==> config.mk <==
export PLATFORM = sky130hd
export DESIGN_NAME = mailbox_device_flat
export DESIGN_NICKNAME = d
export VERILOG_FILES = /design/src/mailbox_pkg.sv /design/src/mailbox_if.sv /design/src/mailbox_device.sv /design/src/flat_wrapper.sv
export SDC_FILE = /design/constraint.sdc
export NUM_CORES = 1
export LEC_CHECK = 0
export ABC_AREA = 1
export BUFFER_PORTS_ARGS = -buffer_cell sky130_fd_sc_hd__buf_4
export CAP_MARGIN = 40
export CORE_MARGIN = 1
export CORE_UTILIZATION = 25
export CTS_BUF_LIST = sky130_fd_sc_hd__clkbuf_16
export DETAILED_ROUTE_END_ITERATION = 8
export PLACE_DENSITY = 0.52
export SKIP_CTS_REPAIR_TIMING = 1
export SYNTH_ARGS = -nofsm -noshare
export SYNTH_HDL_FRONTEND = slang
export SYNTH_SLANG_ARGS = --single-unit
==> constraint.sdc <==
create_clock -name ref_clk_i -period 8.4 [get_ports ref_clk_i]
set_input_delay 0.42 -clock ref_clk_i [delete_from_list [all_inputs] [get_ports ref_clk_i]]
set_output_delay 0.42 -clock ref_clk_i [all_outputs]
set_load 0.01 [all_outputs]
==> src/mailbox_pkg.sv <==
`default_nettype none
package mailbox_pkg;
    localparam int BUF_DEPTH = 16;
    localparam int IDX_W = 4;
    localparam int SIZE_W = 5;
    localparam logic [SIZE_W-1:0] MIN_HOST_LEN = 5'h03;
    localparam logic [7:0] POLL_CYCLES = 8'h10;
    typedef logic [7:0] byte_t;
    typedef logic [IDX_W-1:0] idx_t;
    typedef logic [SIZE_W-1:0] size_t;
endpackage
`default_nettype wire

==> src/mailbox_if.sv <==
`default_nettype none
interface mailbox_if (
    input wire logic ref_clk_i,
    input wire logic reset_i
);
    import mailbox_pkg::*;
    logic data_avail_flag;
    logic buffer_free_flag;
    logic host_request_bit;
    logic wr_stb;
    logic first_wr;
    logic last_wr;
    byte_t wr_data;
    logic rd_stb;
    logic first_rd;
    byte_t rd_data;
    size_t rd_size;
    modport device (
        input ref_clk_i, reset_i, host_request_bit, wr_stb, first_wr, last_wr, wr_data, rd_stb, first_rd,
        output data_avail_flag, buffer_free_flag, rd_data, rd_size
    );
    modport host (
        input ref_clk_i, reset_i, data_avail_flag, buffer_free_flag, rd_data, rd_size,
        output host_request_bit, wr_stb, first_wr, last_wr, wr_data, rd_stb, first_rd
    );
endinterface
`default_nettype wire

==> src/mailbox_device.sv <==
`default_nettype none
// Function
// buffer free exactly when visible free set
// keep avail, free, hidden shadow free
// setting shadow also sets visible free
// shadow clear or first write clears both
// clearing visible free keeps shadow
// visible set fails while shadow clear
// host raises request, tests free, abandons
// host writes size, bytes, drops request
// device clears free, tests shadow
// request high: retry free set, wait
// request low: clear shadow, fill, avail
// first read clears avail; done frees
// all zero after write: drain, free
// host checks avail before sending
// busy host waits, polls avail
// device samples request within write
// request fall may trigger send early
// one domain; host write clear wins
module mailbox_device (
    mailbox_if.device link,
    input wire logic tx_req_i,
    input wire mailbox_pkg::size_t tx_len_i,
    input wire mailbox_pkg::byte_t tx_seed_i,
    input wire logic early_start_i,
    input wire logic wb_cyc_i,
    input wire logic wb_stb_i,
    input wire logic wb_we_i,
    input wire logic [3:0] wb_adr_i,
    input wire logic [3:0] wb_sel_i,
    input wire logic [31:0] wb_dat_i,
    output logic [31:0] wb_dat_o,
    output logic wb_ack_o,
    output logic irq_o,
    output logic tx_done_o,
    output logic rx_valid_o,
    output mailbox_pkg::byte_t rx_data_o
);
    import mailbox_pkg::*;
    localparam logic [3:0] ADR_STATUS = 4'h0;
    localparam logic [3:0] ADR_IRQ = 4'h4;
    localparam logic [3:0] ADR_MASK = 4'h8;
    localparam logic [2:0] IRQ_SENT = 3'h1;
    localparam logic [2:0] IRQ_RECV = 3'h2;
    localparam logic [2:0] IRQ_BACKOFF = 3'h4;
    typedef enum logic [2:0] {D_IDLE, D_TEST, D_FILL, D_WAIT_READ, D_DRAIN} dstate_e;
    dstate_e state_reg;
    byte_t mem_reg [BUF_DEPTH];
    size_t len_reg, cnt_reg, host_len_reg, tx_len_reg;
    byte_t seed_reg;
    logic shadow_free_reg, free_reg, avail_reg;
    logic [7:0] poll_reg;
    logic pending_reg, hreq_d_reg, host_wrote_reg;
    logic [2:0] irq_stat_reg, irq_mask_reg;
    logic poll_now, set_free, clr_free_only, clr_shadow, read_done;
    logic [2:0] events;
    function automatic idx_t to_idx(input size_t v);
        return v[IDX_W-1:0];
    endfunction
    assign link.buffer_free_flag = free_reg;
    assign link.data_avail_flag = avail_reg;
    assign link.rd_size = len_reg;
    assign link.rd_data = mem_reg[to_idx(cnt_reg)];
    //////////////////////////////////////////////////////////////
    // poll timer, early start on request fall
    assign poll_now = poll_reg == '0 || (early_start_i && hreq_d_reg && !link.host_request_bit);
    always_ff @(posedge link.ref_clk_i or posedge link.reset_i) begin
        if (link.reset_i) begin
            poll_reg <= POLL_CYCLES;
            hreq_d_reg <= 1'b0;
            pending_reg <= 1'b0;
            seed_reg <= '0;
            tx_len_reg <= '0;
        end else begin
            poll_reg <= (poll_reg == '0) ? POLL_CYCLES : poll_reg - 8'h01;
            hreq_d_reg <= link.host_request_bit;
            if (tx_req_i && !pending_reg) begin
                pending_reg <= 1'b1;
                seed_reg <= tx_seed_i;
                tx_len_reg <= (tx_len_i > size_t'(BUF_DEPTH - 1)) ? size_t'(BUF_DEPTH - 1) : tx_len_i;
            end else if (state_reg == D_TEST && shadow_free_reg && !link.host_request_bit) begin
                pending_reg <= 1'b0;
            end
        end
    end
    //////////////////////////////////////////////////////////////
    // send and drain sequence
    assign read_done = state_reg == D_WAIT_READ && host_wrote_reg;
    always_comb begin
        set_free = 1'b0;
        clr_free_only = 1'b0;
        clr_shadow = 1'b0;
        if (state_reg == D_IDLE && pending_reg && poll_now && !avail_reg && free_reg) begin
            clr_free_only = 1'b1;
        end
        if (state_reg == D_TEST && shadow_free_reg) begin
            if (link.host_request_bit) begin
                set_free = 1'b1;
            end else begin
                clr_shadow = 1'b1;
            end
        end
        if (read_done || (state_reg == D_DRAIN && cnt_reg == host_len_reg)) begin
            set_free = 1'b1;
        end
    end
    always_ff @(posedge link.ref_clk_i or posedge link.reset_i) begin
        if (link.reset_i) begin
            shadow_free_reg <= 1'b1;
            free_reg <= 1'b1;
        end else if (link.first_wr || clr_shadow) begin
            shadow_free_reg <= 1'b0;
            free_reg <= 1'b0;
        end else if (clr_free_only) begin
            free_reg <= 1'b0;
        end else if (set_free) begin
            free_reg <= shadow_free_reg || state_reg != D_TEST;
            shadow_free_reg <= shadow_free_reg || state_reg != D_TEST;
        end
    end
    always_ff @(posedge link.ref_clk_i or posedge link.reset_i) begin
        if (link.reset_i) begin
            state_reg <= D_IDLE;
            cnt_reg <= '0;
            len_reg <= '0;
            avail_reg <= 1'b0;
            host_wrote_reg <= 1'b0;
            tx_done_o <= 1'b0;
            rx_valid_o <= 1'b0;
            rx_data_o <= '0;
            host_len_reg <= '0;
            for (int i = 0; i < BUF_DEPTH; i++) begin
                mem_reg[i] <= '0;
            end
        end else begin
            tx_done_o <= 1'b0;
            rx_valid_o <= 1'b0;
            if (link.wr_stb) begin
                mem_reg[to_idx(link.first_wr ? '0 : cnt_reg)] <= link.wr_data;
                cnt_reg <= link.first_wr ? 5'h01 : cnt_reg + 5'h01;
                if (link.first_wr) begin
                    host_len_reg <= link.wr_data[SIZE_W-1:0];
                end
            end
            if (link.first_rd) begin
                avail_reg <= 1'b0;
            end
            case (state_reg)
                D_IDLE: begin
                    if (clr_free_only) begin
                        state_reg <= D_TEST;
                    end else if (!avail_reg && !shadow_free_reg && !link.host_request_bit && !link.wr_stb) begin
                        state_reg <= D_DRAIN;
                        cnt_reg <= 5'h01;
                    end
                end
                D_TEST: begin
                    // sampled once, in the single cycle spent in D_TEST
                    state_reg <= (shadow_free_reg && !link.host_request_bit) ? D_FILL : D_IDLE;
                    cnt_reg <= '0;
                    len_reg <= tx_len_reg;
                end
                D_FILL: begin
                    mem_reg[to_idx(cnt_reg)] <= (cnt_reg == '0) ? byte_t'(len_reg) : seed_reg + byte_t'(cnt_reg);
                    cnt_reg <= cnt_reg + 5'h01;
                    if (cnt_reg == len_reg) begin
                        avail_reg <= 1'b1;
                        cnt_reg <= 5'h01;
                        state_reg <= D_WAIT_READ;
                        host_wrote_reg <= 1'b0;
                    end
                end
                D_WAIT_READ: begin
                    if (link.rd_stb && cnt_reg >= len_reg) begin
                        host_wrote_reg <= 1'b1;
                    end else if (link.first_rd) begin
                        cnt_reg <= 5'h02;
                    end else if (link.rd_stb) begin
                        cnt_reg <= cnt_reg + 5'h01;
                    end
                    if (read_done) begin
                        state_reg <= D_IDLE;
                        tx_done_o <= 1'b1;
                    end
                end
                D_DRAIN: begin
                    rx_valid_o <= 1'b1;
                    rx_data_o <= mem_reg[to_idx(cnt_reg)];
                    cnt_reg <= cnt_reg + 5'h01;
                    if (cnt_reg == host_len_reg) begin
                        state_reg <= D_IDLE;
                    end
                end
                default: state_reg <= D_IDLE;
            endcase
            if (state_reg == D_WAIT_READ && link.first_rd) begin
                cnt_reg <= 5'h02;
            end
        end
    end
    //////////////////////////////////////////////////////////////
    // wishbone status, interrupts
    assign events = {state_reg == D_TEST && set_free, state_reg == D_DRAIN && cnt_reg == host_len_reg, read_done};
    always_ff @(posedge link.ref_clk_i or posedge link.reset_i) begin
        if (link.reset_i) begin
            irq_stat_reg <= '0;
            irq_mask_reg <= '0;
            wb_ack_o <= 1'b0;
            wb_dat_o <= '0;
        end else begin
            wb_ack_o <= wb_cyc_i && wb_stb_i && !wb_ack_o;
            irq_stat_reg <= irq_stat_reg | events;
            if (wb_cyc_i && wb_stb_i && !wb_ack_o) begin
                wb_dat_o <= '0;
                if (wb_adr_i == ADR_STATUS) begin
                    wb_dat_o <= {26'h0, state_reg != D_IDLE, link.host_request_bit, pending_reg,
                        shadow_free_reg, free_reg, avail_reg};
                end else if (wb_adr_i == ADR_IRQ) begin
                    wb_dat_o <= {29'h0, irq_stat_reg};
                    if (wb_we_i && wb_sel_i[0]) begin
                        irq_stat_reg <= (irq_stat_reg & ~wb_dat_i[2:0]) | events;
                    end
                end else if (wb_adr_i == ADR_MASK) begin
                    wb_dat_o <= {29'h0, irq_mask_reg};
                    if (wb_we_i && wb_sel_i[0]) begin
                        irq_mask_reg <= wb_dat_i[2:0];
                    end
                end
            end
        end
    end
    assign irq_o = |(irq_stat_reg & ~irq_mask_reg);
endmodule
`default_nettype wire

==> src/flat_wrapper.sv <==
// flat-port wrapper written by rule: the top's interface ports become plain ports
module mailbox_device_flat import mailbox_pkg::*;
  (tx_req_i, tx_len_i, tx_seed_i, early_start_i, wb_cyc_i, wb_stb_i, wb_we_i, wb_adr_i, wb_sel_i, wb_dat_i, wb_dat_o, wb_ack_o, irq_o, tx_done_o, rx_valid_o, rx_data_o, ref_clk_i, reset_i, link_host_request_bit, link_wr_stb, link_first_wr, link_last_wr, link_wr_data, link_rd_stb, link_first_rd, link_data_avail_flag, link_buffer_free_flag, link_rd_data, link_rd_size);
  mailbox_if link_i (.ref_clk_i(ref_clk_i), .reset_i(reset_i));
  input wire logic tx_req_i;
  input wire mailbox_pkg::size_t tx_len_i;
  input wire mailbox_pkg::byte_t tx_seed_i;
  input wire logic early_start_i;
  input wire logic wb_cyc_i;
  input wire logic wb_stb_i;
  input wire logic wb_we_i;
  input wire logic [3:0] wb_adr_i;
  input wire logic [3:0] wb_sel_i;
  input wire logic [31:0] wb_dat_i;
  output logic [31:0] wb_dat_o;
  output logic wb_ack_o;
  output logic irq_o;
  output logic tx_done_o;
  output logic rx_valid_o;
  output mailbox_pkg::byte_t rx_data_o;
  input wire logic ref_clk_i;
  input wire logic reset_i;
  input wire logic [$bits(link_i.host_request_bit)-1:0] link_host_request_bit;
  input wire logic [$bits(link_i.wr_stb)-1:0] link_wr_stb;
  input wire logic [$bits(link_i.first_wr)-1:0] link_first_wr;
  input wire logic [$bits(link_i.last_wr)-1:0] link_last_wr;
  input wire logic [$bits(link_i.wr_data)-1:0] link_wr_data;
  input wire logic [$bits(link_i.rd_stb)-1:0] link_rd_stb;
  input wire logic [$bits(link_i.first_rd)-1:0] link_first_rd;
  output wire logic [$bits(link_i.data_avail_flag)-1:0] link_data_avail_flag;
  output wire logic [$bits(link_i.buffer_free_flag)-1:0] link_buffer_free_flag;
  output wire logic [$bits(link_i.rd_data)-1:0] link_rd_data;
  output wire logic [$bits(link_i.rd_size)-1:0] link_rd_size;
  assign link_i.host_request_bit = link_host_request_bit;
  assign link_i.wr_stb = link_wr_stb;
  assign link_i.first_wr = link_first_wr;
  assign link_i.last_wr = link_last_wr;
  assign link_i.wr_data = link_wr_data;
  assign link_i.rd_stb = link_rd_stb;
  assign link_i.first_rd = link_first_rd;
  assign link_data_avail_flag = link_i.data_avail_flag;
  assign link_buffer_free_flag = link_i.buffer_free_flag;
  assign link_rd_data = link_i.rd_data;
  assign link_rd_size = link_i.rd_size;
  mailbox_device u_core (.link(link_i), .tx_req_i(tx_req_i), .tx_len_i(tx_len_i), .tx_seed_i(tx_seed_i), .early_start_i(early_start_i), .wb_cyc_i(wb_cyc_i), .wb_stb_i(wb_stb_i), .wb_we_i(wb_we_i), .wb_adr_i(wb_adr_i), .wb_sel_i(wb_sel_i), .wb_dat_i(wb_dat_i), .wb_dat_o(wb_dat_o), .wb_ack_o(wb_ack_o), .irq_o(irq_o), .tx_done_o(tx_done_o), .rx_valid_o(rx_valid_o), .rx_data_o(rx_data_o));
endmodule
==> impl_metrics.py, run 1 <==
metrics = {
    "synth": {
        "ys_async_sr_fraction_pct": 100,
        "synthFlopType": "dfrtp_1",
        "syn_inst": 1471,
        "syn_avg_cell_area_sq_um": 7.56,
        "synth_cell_types": 48,
        "synthSimpleGateAreaFrac_pct": 18.2,
        "seq_area_frac_synth_pct": 44.1,
        "syn_area_sq_um": 11100,
        "synth_area_leaders": "dfrtp_1 43%, nand2_1 11%, o21ai_0 8.3%, a21oi_1 4.9%, inv_1 4.9%",
        "synth_seq_cells": 196,
        "synth_most_common_cell": "nand2_1",
        "synth_edf_count": 0,
        "synth_top_family_by_area": "compound AO/OA/AOI/OAI gates",
        "yosysWarnings": 0,
        "synth-compound-area-share_pct": 23.4,
        "synthXorXnorAreaFrac_pct": 0.473,
        "synthAdderAreaFrac_pct": 1.98,
        "synth_top_cell_area_share_pct": 43.4,
        "netlist_top_cells_count": "329 x nand2_1, 193 x dfrtp_1, 184 x o21ai_0",
        "synthMuxAreaShare_pct": 1.35,
        "synth_top_area_cell": "dfrtp_1",
    },
    "timing": {
        "tns_ps": 0,
        "fmax_mhz": 292,
        "worstMarginPinSlew_ps": 849,
        "hold_viol": 0,
        "slew_headroom_pct": 43.4,
        "setup_violations": 0,
        "period_minus_slack_ps": 3420,
        "fin_crit_sh_pct": 40.8,
        "clock_skew_ps": 8.82,
        "slew_violations": 0,
        "finalWorstSetupSlack_ps": 4980,
        "rsz0062_at_grt": "false",
    },
    "floorplanning": {
        "fp.coreArea_sq_um": 43500,
        "io_pins": 133,
        "die_h_um": 213,
        "dieArea_sq_um": 45300,
        "rows": 76,
        "fp.dieW_um": 213,
        "initial_core_util_pct": 25.6,
    },
    "drt": {
        "vias_per_cell": 4.80,
        "wl_per_cell_um": 17.2,
        "drc": 0,
        "drtIter0Drc": 801,
        "drtPass1Iterations": 5,
        "wirelength_mm": 36.1,
        "antenna_left": 0,
        "vias": 10100,
    },
    "layout": {
        "largest_reg_flops": 128,
        "drive_above_1_share_pct": 10.7,
        "diodes": 0,
        "nets": 1593,
        "syn_to_final_growth_pct": 14.5,
        "stdcell_count": 2100,
    },
    "critical_path": {
        "cp.required_ps": 7980,
        "crit_buf_inv": 3,
        "slowest_delay_ps": 510,
        "regToRegSetupSlack_ps": 5130,
        "cp_top_family": "buffers and inverters",
        "startpoint_type": "flip-flop",
        "slowest_stage": "buf_4",
        "timing_worst_setup_path_type": "reg2out",
        "cp_common_cell": "buf_4",
        "path_cells": "inv_2, buf_4, o21ai_0, o22ai_1, nand2_1, nand4_1, buf_4",
        "critPathMaxFanout": 41,
        "critPathCaptureType": "primary output",
        "critPathArrivalTime_ps": 3000,
    },
    "global_route": {
        "globalRouteTotalUtil_pct": 16.4,
        "grt_max_degree": 96,
        "antenna_found_initial": 0,
        "grt_pass1_vias": 9569,
        "grt_pass1_wl_mm": 56.0,
        "overflow": 0,
    },
    "run_status": {
        "status": "finished, final reports clean",
    },
    "placed_design": {
        "numPortBuffers": 73,
        "hpwl_mm": 24.4,
        "gp_congestion": 0.859,
        "dp_cells": 2067,
        "pre_cts_ws_ps": 5160,
    },
    "clocking": {
        "cts_max_level": 4,
        "clkSinkCount": 196,
        "cts_made_buffers": 17,
        "root_buffer": "clkbuf_16",
        "path_clk_slew_ps": 70,
        "clockBufferDepth": 2,
        "cts_tree": "done",
        "clock_latency_ps": 450,
    },
    "power_and_ir_drop": {
        "leakagePower_nw": 6.05,
        "power_density_nw_per_um2": 346,
        "peakVddDrop_mv": 0.151,
    },
    "flow_run": {
        "drv_cap": 0,
    },
    "worst_hold_path": {
        "min_path_type": "in2reg",
    },
}
==> metrics by stage <==
| step | cell area, sq um | total power [mW] | hold slack [ps] | util (%) |
|---|---|---|---|---|
| final | 12700 | 4.41 | 121 | 29.3 |
| after global routing | 12700 | 4.75 | 102 | 29.3 |
| after CTS | 12700 | 4.42 | -65.5 | 29.3 |
| after detailed placement | 12200 | 3.59 | 408 | 28.0 |
| after global placement | 12000 | 3.50 | 414 | 27.7 |
| after floorplan | 11200 | 2.85 | 403 | - |
==> cell families after synthesis <==
logic type               Yosys count
AO/OA/AOI/OAI                    474
other                              1
multiplexers                      15
flip-flops                       196
buffers and inverters            268
adder cells (fa/ha/maj)           17
XOR/XNOR                           6
AND/OR/NAND/NOR                  494
==> final cells by class <==
| class | count | area, sq um |
|---|---|---|
| Fill cell | 4729 | 30700 |
| Multi-Input combinational cell | 1032 | 5150 |
| Sequential cell | 196 | 4910 |
| Timing Repair Buffer | 89 | 741 |
| Tap cell | 585 | 732 |
| Inverter | 166 | 631 |
| Clock buffer | 17 | 425 |
| Clock inverter | 15 | 144 |
==> per-layer routing <==
layer	up-vias	share of wire [%]	global-route usage, %
met4	0	3.0	6.35
met1	4849	46	21.6
met3	51	5.3	2.97
met2	257	46	26.5
li1	4918	-	-
met5	-	0	0
==> power by group <==
part | total, mW | switching (mW) | internal (mW)
clock network | 0.817 | 0.381 | 0.435
logic | 2.13 | 1.42 | 0.708
registers | 1.47 | 0.187 | 1.28
total | 4.41 | 1.99 | 2.42
==> final timing paths <==
kind | startpoint | to | cells past startpoint
max in group asynchronous | reset_i | u_core.mem_reg[33] | 6
worst max-delay path | u_core.cnt_reg[0] | link_rd_data[7] | 7
worst min-delay path | link_host_request_bit | u_core.hreq_d_reg | 1
min in group asynchronous | reset_i | u_core.wb_dat_o[4] | 3
worst min register to register | u_core.poll_reg[0] | u_core.poll_reg[0] | 1
worst max register to register | u_core.cnt_reg[1] | u_core.mem_reg[20] | 12
==> worst reg2reg max path, stage by stage (launching register included) <==
cell and delay, ps:
dfrtp_1 330, buf_4 520, inv_1 270, buf_4 350
fa_1 480, nand3b_1 170, nand2_1 90, nand2_1 70
nand2_1 60, nor2_1 50, a21oi_2 420, buf_6 240
o21ai_0 90
==> cells in the final DEF, fill, tap and decap left out, types with 3 or more instances in the layout <==
cell	count
o21a_1	3
o22ai_1	33
nor3_1	6
o211ai_1	45
inv_2	19
dfrtp_1	192
nand3b_1	3
o21ai_1	75
nand4_1	13
xor2_1	5
nor2_2	9
a21oi_1	109
clkinv_1	3
nor2_1	84
nand3_1	40
o21ai_2	4
a31oi_1	5
nand2_1	329
buf_4	81
a21o_1	3
inv_1	147
mux2i_1	15
conb_1	26
buf_8	3
dfstp_2	3
clkbuf_16	17
o21ai_0	184
clkinvlp_4	5
a211oi_1	4
ha_1	16
Power figures use the tool's default switching activity.
==> inputs of run 2 (changes only) <==
PLACE_DENSITY = 0.53   (was 0.52)
clock period = 2.88 ns   (was 8.4 ns; I/O delays follow)
==> impl_metrics.py, run 2 (synthesized netlist as in run 1, its figures left out) <==
metrics = {
    "run_status": {
        "status": "finished, violations left",
        "violations": "negative hold slack",
    },
    "timing": {
        "hold_viol": 3,
        "slew_violations": 0,
        "clock_skew_ps": 13.8,
        "worstMarginPinSlew_ps": 858,
        "period_minus_slack_ps": 2700,
        "setup_violations": 0,
        "finalWorstSetupSlack_ps": 175,
        "slew_headroom_pct": 42.6,
        "rsz0062_at_grt": "false",
        "hold_ws_ps": -22.9,
        "fin_crit_sh_pct": 93.9,
        "tns_ps": 0,
        "fmax_mhz": 370,
    },
    "placed_design": {
        "dpl_cell_area_sq_um": 12300,
        "gp_congestion": 0.900,
        "numPortBuffers": 73,
        "dp_cells": 2088,
        "hpwl_mm": 25.3,
        "pre_cts_ws_ps": 340,
    },
    "critical_path": {
        "critPathCaptureType": "primary output",
        "slowest_delay_ps": 450,
        "critPathArrivalTime_ps": 2560,
        "critPathMaxFanout": 35,
        "cp.required_ps": 2740,
        "cp_common_cell": "buf_4",
        "startpoint_type": "flip-flop",
        "slowest_stage": "dfrtp_2",
        "timing_worst_setup_path_type": "reg2out",
        "path_cells": "inv_2, buf_4, o21ai_0, o22ai_1, nand2_1, nand4_1, buf_4",
    },
    "global_route": {
        "globalRouteTotalUtil_pct": 16.7,
        "grt_max_degree": 61,
        "antenna_found_initial": 0,
        "overflow": 0,
        "grt_pass1_wl_mm": 57.7,
        "grt_pass1_vias": 9775,
    },
    "clocking": {
        "clockBufferDepth": 2,
        "clock_latency_ps": 450,
        "root_buffer": "clkbuf_16",
        "cts_max_level": 4,
        "cts_tree": "done",
        "clkSinkCount": 196,
        "cts_made_buffers": 17,
        "path_clk_slew_ps": 80,
    },
    "floorplanning": {
        "dieArea_sq_um": 45300,
        "initial_core_util_pct": 25.6,
        "die_h_um": 213,
        "rows": 76,
        "fp.coreArea_sq_um": 43500,
        "io_pins": 133,
        "fp.dieW_um": 213,
    },
    "layout": {
        "fin_util_pct": 30.0,
        "stdcell_area_sq_um": 13000,
        "drive_above_1_share_pct": 11.9,
        "largest_reg_flops": 128,
        "final_cell_mix": "329 x nand2_1, 192 x dfrtp_1, 184 x o21ai_0",
        "nets": 1631,
        "mostFrequentLayoutCell": "nand2_1",
        "stdcell_count": 2138,
        "syn_to_final_growth_pct": 17.2,
        "diodes": 0,
    },
    "power_and_ir_drop": {
        "power_density_nw_per_um2": 1010,
        "peakVddDrop_mv": 0.528,
        "total_power_mw": 13.2,
        "leakagePower_nw": 6.20,
    },
    "drt": {
        "antenna_left": 0,
        "drtPass1Iterations": 5,
        "wl_per_cell_um": 17.4,
        "wirelength_mm": 37.1,
        "drtIter0Drc": 1086,
        "vias_per_cell": 4.85,
        "drc": 0,
        "vias": 10400,
    },
    "flow_run": {
        "drv_cap": 0,
    },
    "worst_hold_path": {
        "min_path_type": "in2reg",
    },
}
==> run 2: changes by cell type in the layout (fill, tap and decap cells not counted), sizes merged <==
| cell | delta |
|---|---|
| buf | +21 |
| dlygate4sd3 | +17 |
| clkinv | +2 |
| clkinvlp | -1 |
| inv | -1 |
==> run 2: final cells by class <==
class | instances | area [sq um]
clock buffer | 17 | 425
clock inverter | 15 | 151
fill | 4646 | 30400
inverter | 166 | 627
multi-input combinational | 1032 | 5150
sequential | 196 | 4910
tap | 585 | 732
timing repair buffer | 127 | 1040
==> run 2: critical path, delay by kind of cell, from the launching register on <==
kind,cells,cell delay [ps]
compound gates,2,460
flops,1,450
simple gates,2,320
buf+inv,3,860
==> run 2: power by group <==
group          internal, mW  total (mW)  switching (mW)
combinational          2.18        6.48            4.30
clock                  1.29        2.45            1.17
sequential             3.73        4.27           0.539
==> run 2: layer usage <==
layer	GRT usage, %	part of all wire [%]	vias up
met5	0	0	-
met1	22.7	46	5048
met4	4.94	1.8	0
met3	2.63	4.6	49
li1	-	-	4986
met2	27.4	48	289
==> run 2: worst paths after layout <==
| check | depth (start not counted) | startpoint | endpoint | slack, ps |
|---|---|---|---|---|
| max | 7 | u_core.cnt_reg[0] | link_rd_data[7] | 180 |
| min reg2reg | 1 | u_core.poll_reg[0] | u_core.poll_reg[0] | 420 |
| max reg2reg | 7 | u_core.cnt_reg[0] | u_core.mem_reg[61] | 220 |
| max in group asynchronous | 5 | reset_i | u_core.mem_reg[41] | 1730 |
| min | 3 | tx_len_i[4] | u_core.tx_len_reg[3] | -20 |
| min in group asynchronous | 3 | reset_i | u_core.poll_reg[5] | 270 |
==> inputs of run 3 (changes only) <==
ABC_AREA = 0   (was 1)
==> impl_metrics.py, run 3 <==
metrics = {
    "clocking": {
        "cts_max_level": 4,
        "path_clk_slew_ps": 70,
        "cts_made_buffers": 17,
        "clock_latency_ps": 450,
        "clkSinkCount": 196,
        "clockBufferDepth": 2,
        "cts_tree": "done",
        "root_buffer": "clkbuf_16",
    },
    "floorplanning": {
        "rows": 77,
        "initial_core_util_pct": 25.4,
        "fp.coreArea_sq_um": 44300,
        "die_h_um": 214,
        "fp.dieW_um": 214,
        "dieArea_sq_um": 45900,
        "io_pins": 133,
    },
    "drt": {
        "vias_per_cell": 4.74,
        "vias": 8212,
        "drtPass1Iterations": 5,
        "drc": 0,
        "wirelength_mm": 31.1,
        "wl_per_cell_um": 17.9,
        "antenna_left": 0,
        "drtIter0Drc": 767,
    },
    "synth": {
        "syn_inst": 1053,
        "synth_seq_cells": 196,
        "synth_top_cell_area_share_pct": 42.9,
        "synth_cell_types": 78,
        "netlist_top_cells_count": "193 x dfrtp_1, 130 x mux2i_1, 124 x nor2_1",
        "syn_avg_cell_area_sq_um": 10.7,
        "yosysWarnings": 0,
        "seq_area_frac_synth_pct": 43.6,
        "syn_area_sq_um": 11300,
        "ys_async_sr_fraction_pct": 100,
        "synth_area_leaders": "dfrtp_1 43%, mux2i_1 12%, mux4_1 4.7%, a21oi_1 4.6%, nor2_1 4.1%",
        "synth_top_area_cell": "dfrtp_1",
        "synthFlopType": "dfrtp_1",
        "synth_edf_count": 0,
        "synth_most_common_cell": "dfrtp_1",
    },
    "global_route": {
        "globalRouteTotalUtil_pct": 13.7,
        "overflow": 0,
        "grt_pass1_wl_mm": 48.6,
        "grt_pass1_vias": 8025,
        "grt_max_degree": 60,
        "antenna_found_initial": 2,
    },
    "flow_run": {
        "drv_cap": 0,
    },
    "layout": {
        "largest_reg_flops": 128,
        "fillers": 4617,
        "final_cell_mix": "191 x dfrtp_1, 130 x mux2i_1, 124 x nor2_1",
        "fin_util_pct": 29.8,
        "mostFrequentLayoutCell": "dfrtp_1",
        "nets": 1219,
        "syn_to_final_growth_pct": 17.1,
        "stdcell_area_sq_um": 13200,
        "drive_above_1_share_pct": 19.2,
    },
    "timing": {
        "slew_headroom_pct": 46.3,
        "clock_skew_ps": 8.78,
        "hold_ws_ps": -26.4,
        "fin_crit_sh_pct": 96.4,
        "fmax_mhz": 360,
        "period_minus_slack_ps": 2770,
        "rsz0062_at_grt": "false",
        "setup_violations": 0,
        "hold_viol": 2,
        "worstMarginPinSlew_ps": 795,
        "slew_violations": 0,
        "tns_ps": 0,
    },
    "placed_design": {
        "gp_congestion": 0.799,
        "numPortBuffers": 73,
        "hpwl_mm": 21.7,
        "dpl_cell_area_sq_um": 12500,
    },
    "critical_path": {
        "critPathArrivalTime_ps": 2630,
        "timing_worst_setup_path_type": "reg2out",
        "critPathMaxFanout": 47,
        "regToRegSetupSlack_ps": 350,
        "startpoint_type": "flip-flop",
        "critPathCaptureType": "primary output",
        "cp.required_ps": 2740,
    },
    "run_status": {
        "violations": "negative hold slack",
        "status": "finished, violations left",
    },
    "power_and_ir_drop": {
        "peakVddDrop_mv": 0.384,
        "power_density_nw_per_um2": 942,
        "leakagePower_nw": 5.74,
    },
    "worst_hold_path": {
        "min_path_type": "in2reg",
    },
}
[run 3: routing by layer]
metal / vias to the layer above / GRT usage, % / routed length [um]
met5: - / 0 / 12
met4: 2 / 4.57 / 528
li1: 3911 / - / -
met1: 4113 / 18.3 / 14600
met3: 33 / 2.13 / 946
met2: 153 / 22.5 / 15000
[run 3: kinds of logic after synthesis]
group	after synthesis	share of synthesized area (%)
AO/OA/AOI/OAI	220	11.9
XOR/XNOR	12	0.933
adder cells (fa/ha/maj)	17	1.96
buffers and inverters	123	5.74
flip-flops	196	43.6
multiplexers	205	23.9
other	1	0.0333
AND/OR/NAND/NOR	279	11.9
[run 3: worst paths after layout]
path / start / endpoint / cells after the start
max: u_core.cnt_reg[0] / link_rd_data[5] / 4
min: tx_len_i[0] / u_core.tx_len_reg[0] / 3
max reg2reg: u_core.cnt_reg[3] / u_core.mem_reg[28] / 6
min reg2reg: u_core.poll_reg[0] / u_core.poll_reg[0] / 1
max in group asynchronous: reset_i / u_core.mem_reg[51] / 4
min in group asynchronous: reset_i / u_core.mem_reg[20] / 3
[run 3: where the power goes]
group / internal (mW) / switching, mW / total [mW]
Combinational: 2.74 / 3.17 / 5.90
Sequential: 3.69 / 0.537 / 4.23
Clock: 1.18 / 1.11 / 2.29
Total: 7.61 / 4.81 / 12.4
[run 3: layout make-up]
class | count | area (sq um) | area share, %
inverter | 24 | 93.8 | 0.712
tap | 592 | 741 | 5.62
clock inverter | 15 | 116 | 0.883
sequential | 196 | 4910 | 37.2
clock buffer | 17 | 425 | 3.23
timing repair buffer | 130 | 1080 | 8.22
antenna | 1 | 2.50 | 0.0190
multi-input combinational | 759 | 5810 | 44.1
[run 3: through the flow]
stage	hold WS [ps]	std cells	total power, mW	worst slack (ps)
after floorplan	175	1078	8.22	206
final	-26.4	1734	12.4	105
after global placement	189	1681	9.95	393
after CTS	-296	1716	12.5	-19.3
after global routing	5.68	1733	13.2	33.3
after detailed placement	198	1684	10.2	355
[run 3: worst max-delay path, stage by stage (launching register included)]
cell and delay [ps]:
dfrtp_2 400, buf_12 320, mux4_1 690, mux4_2 570, buf_4 170
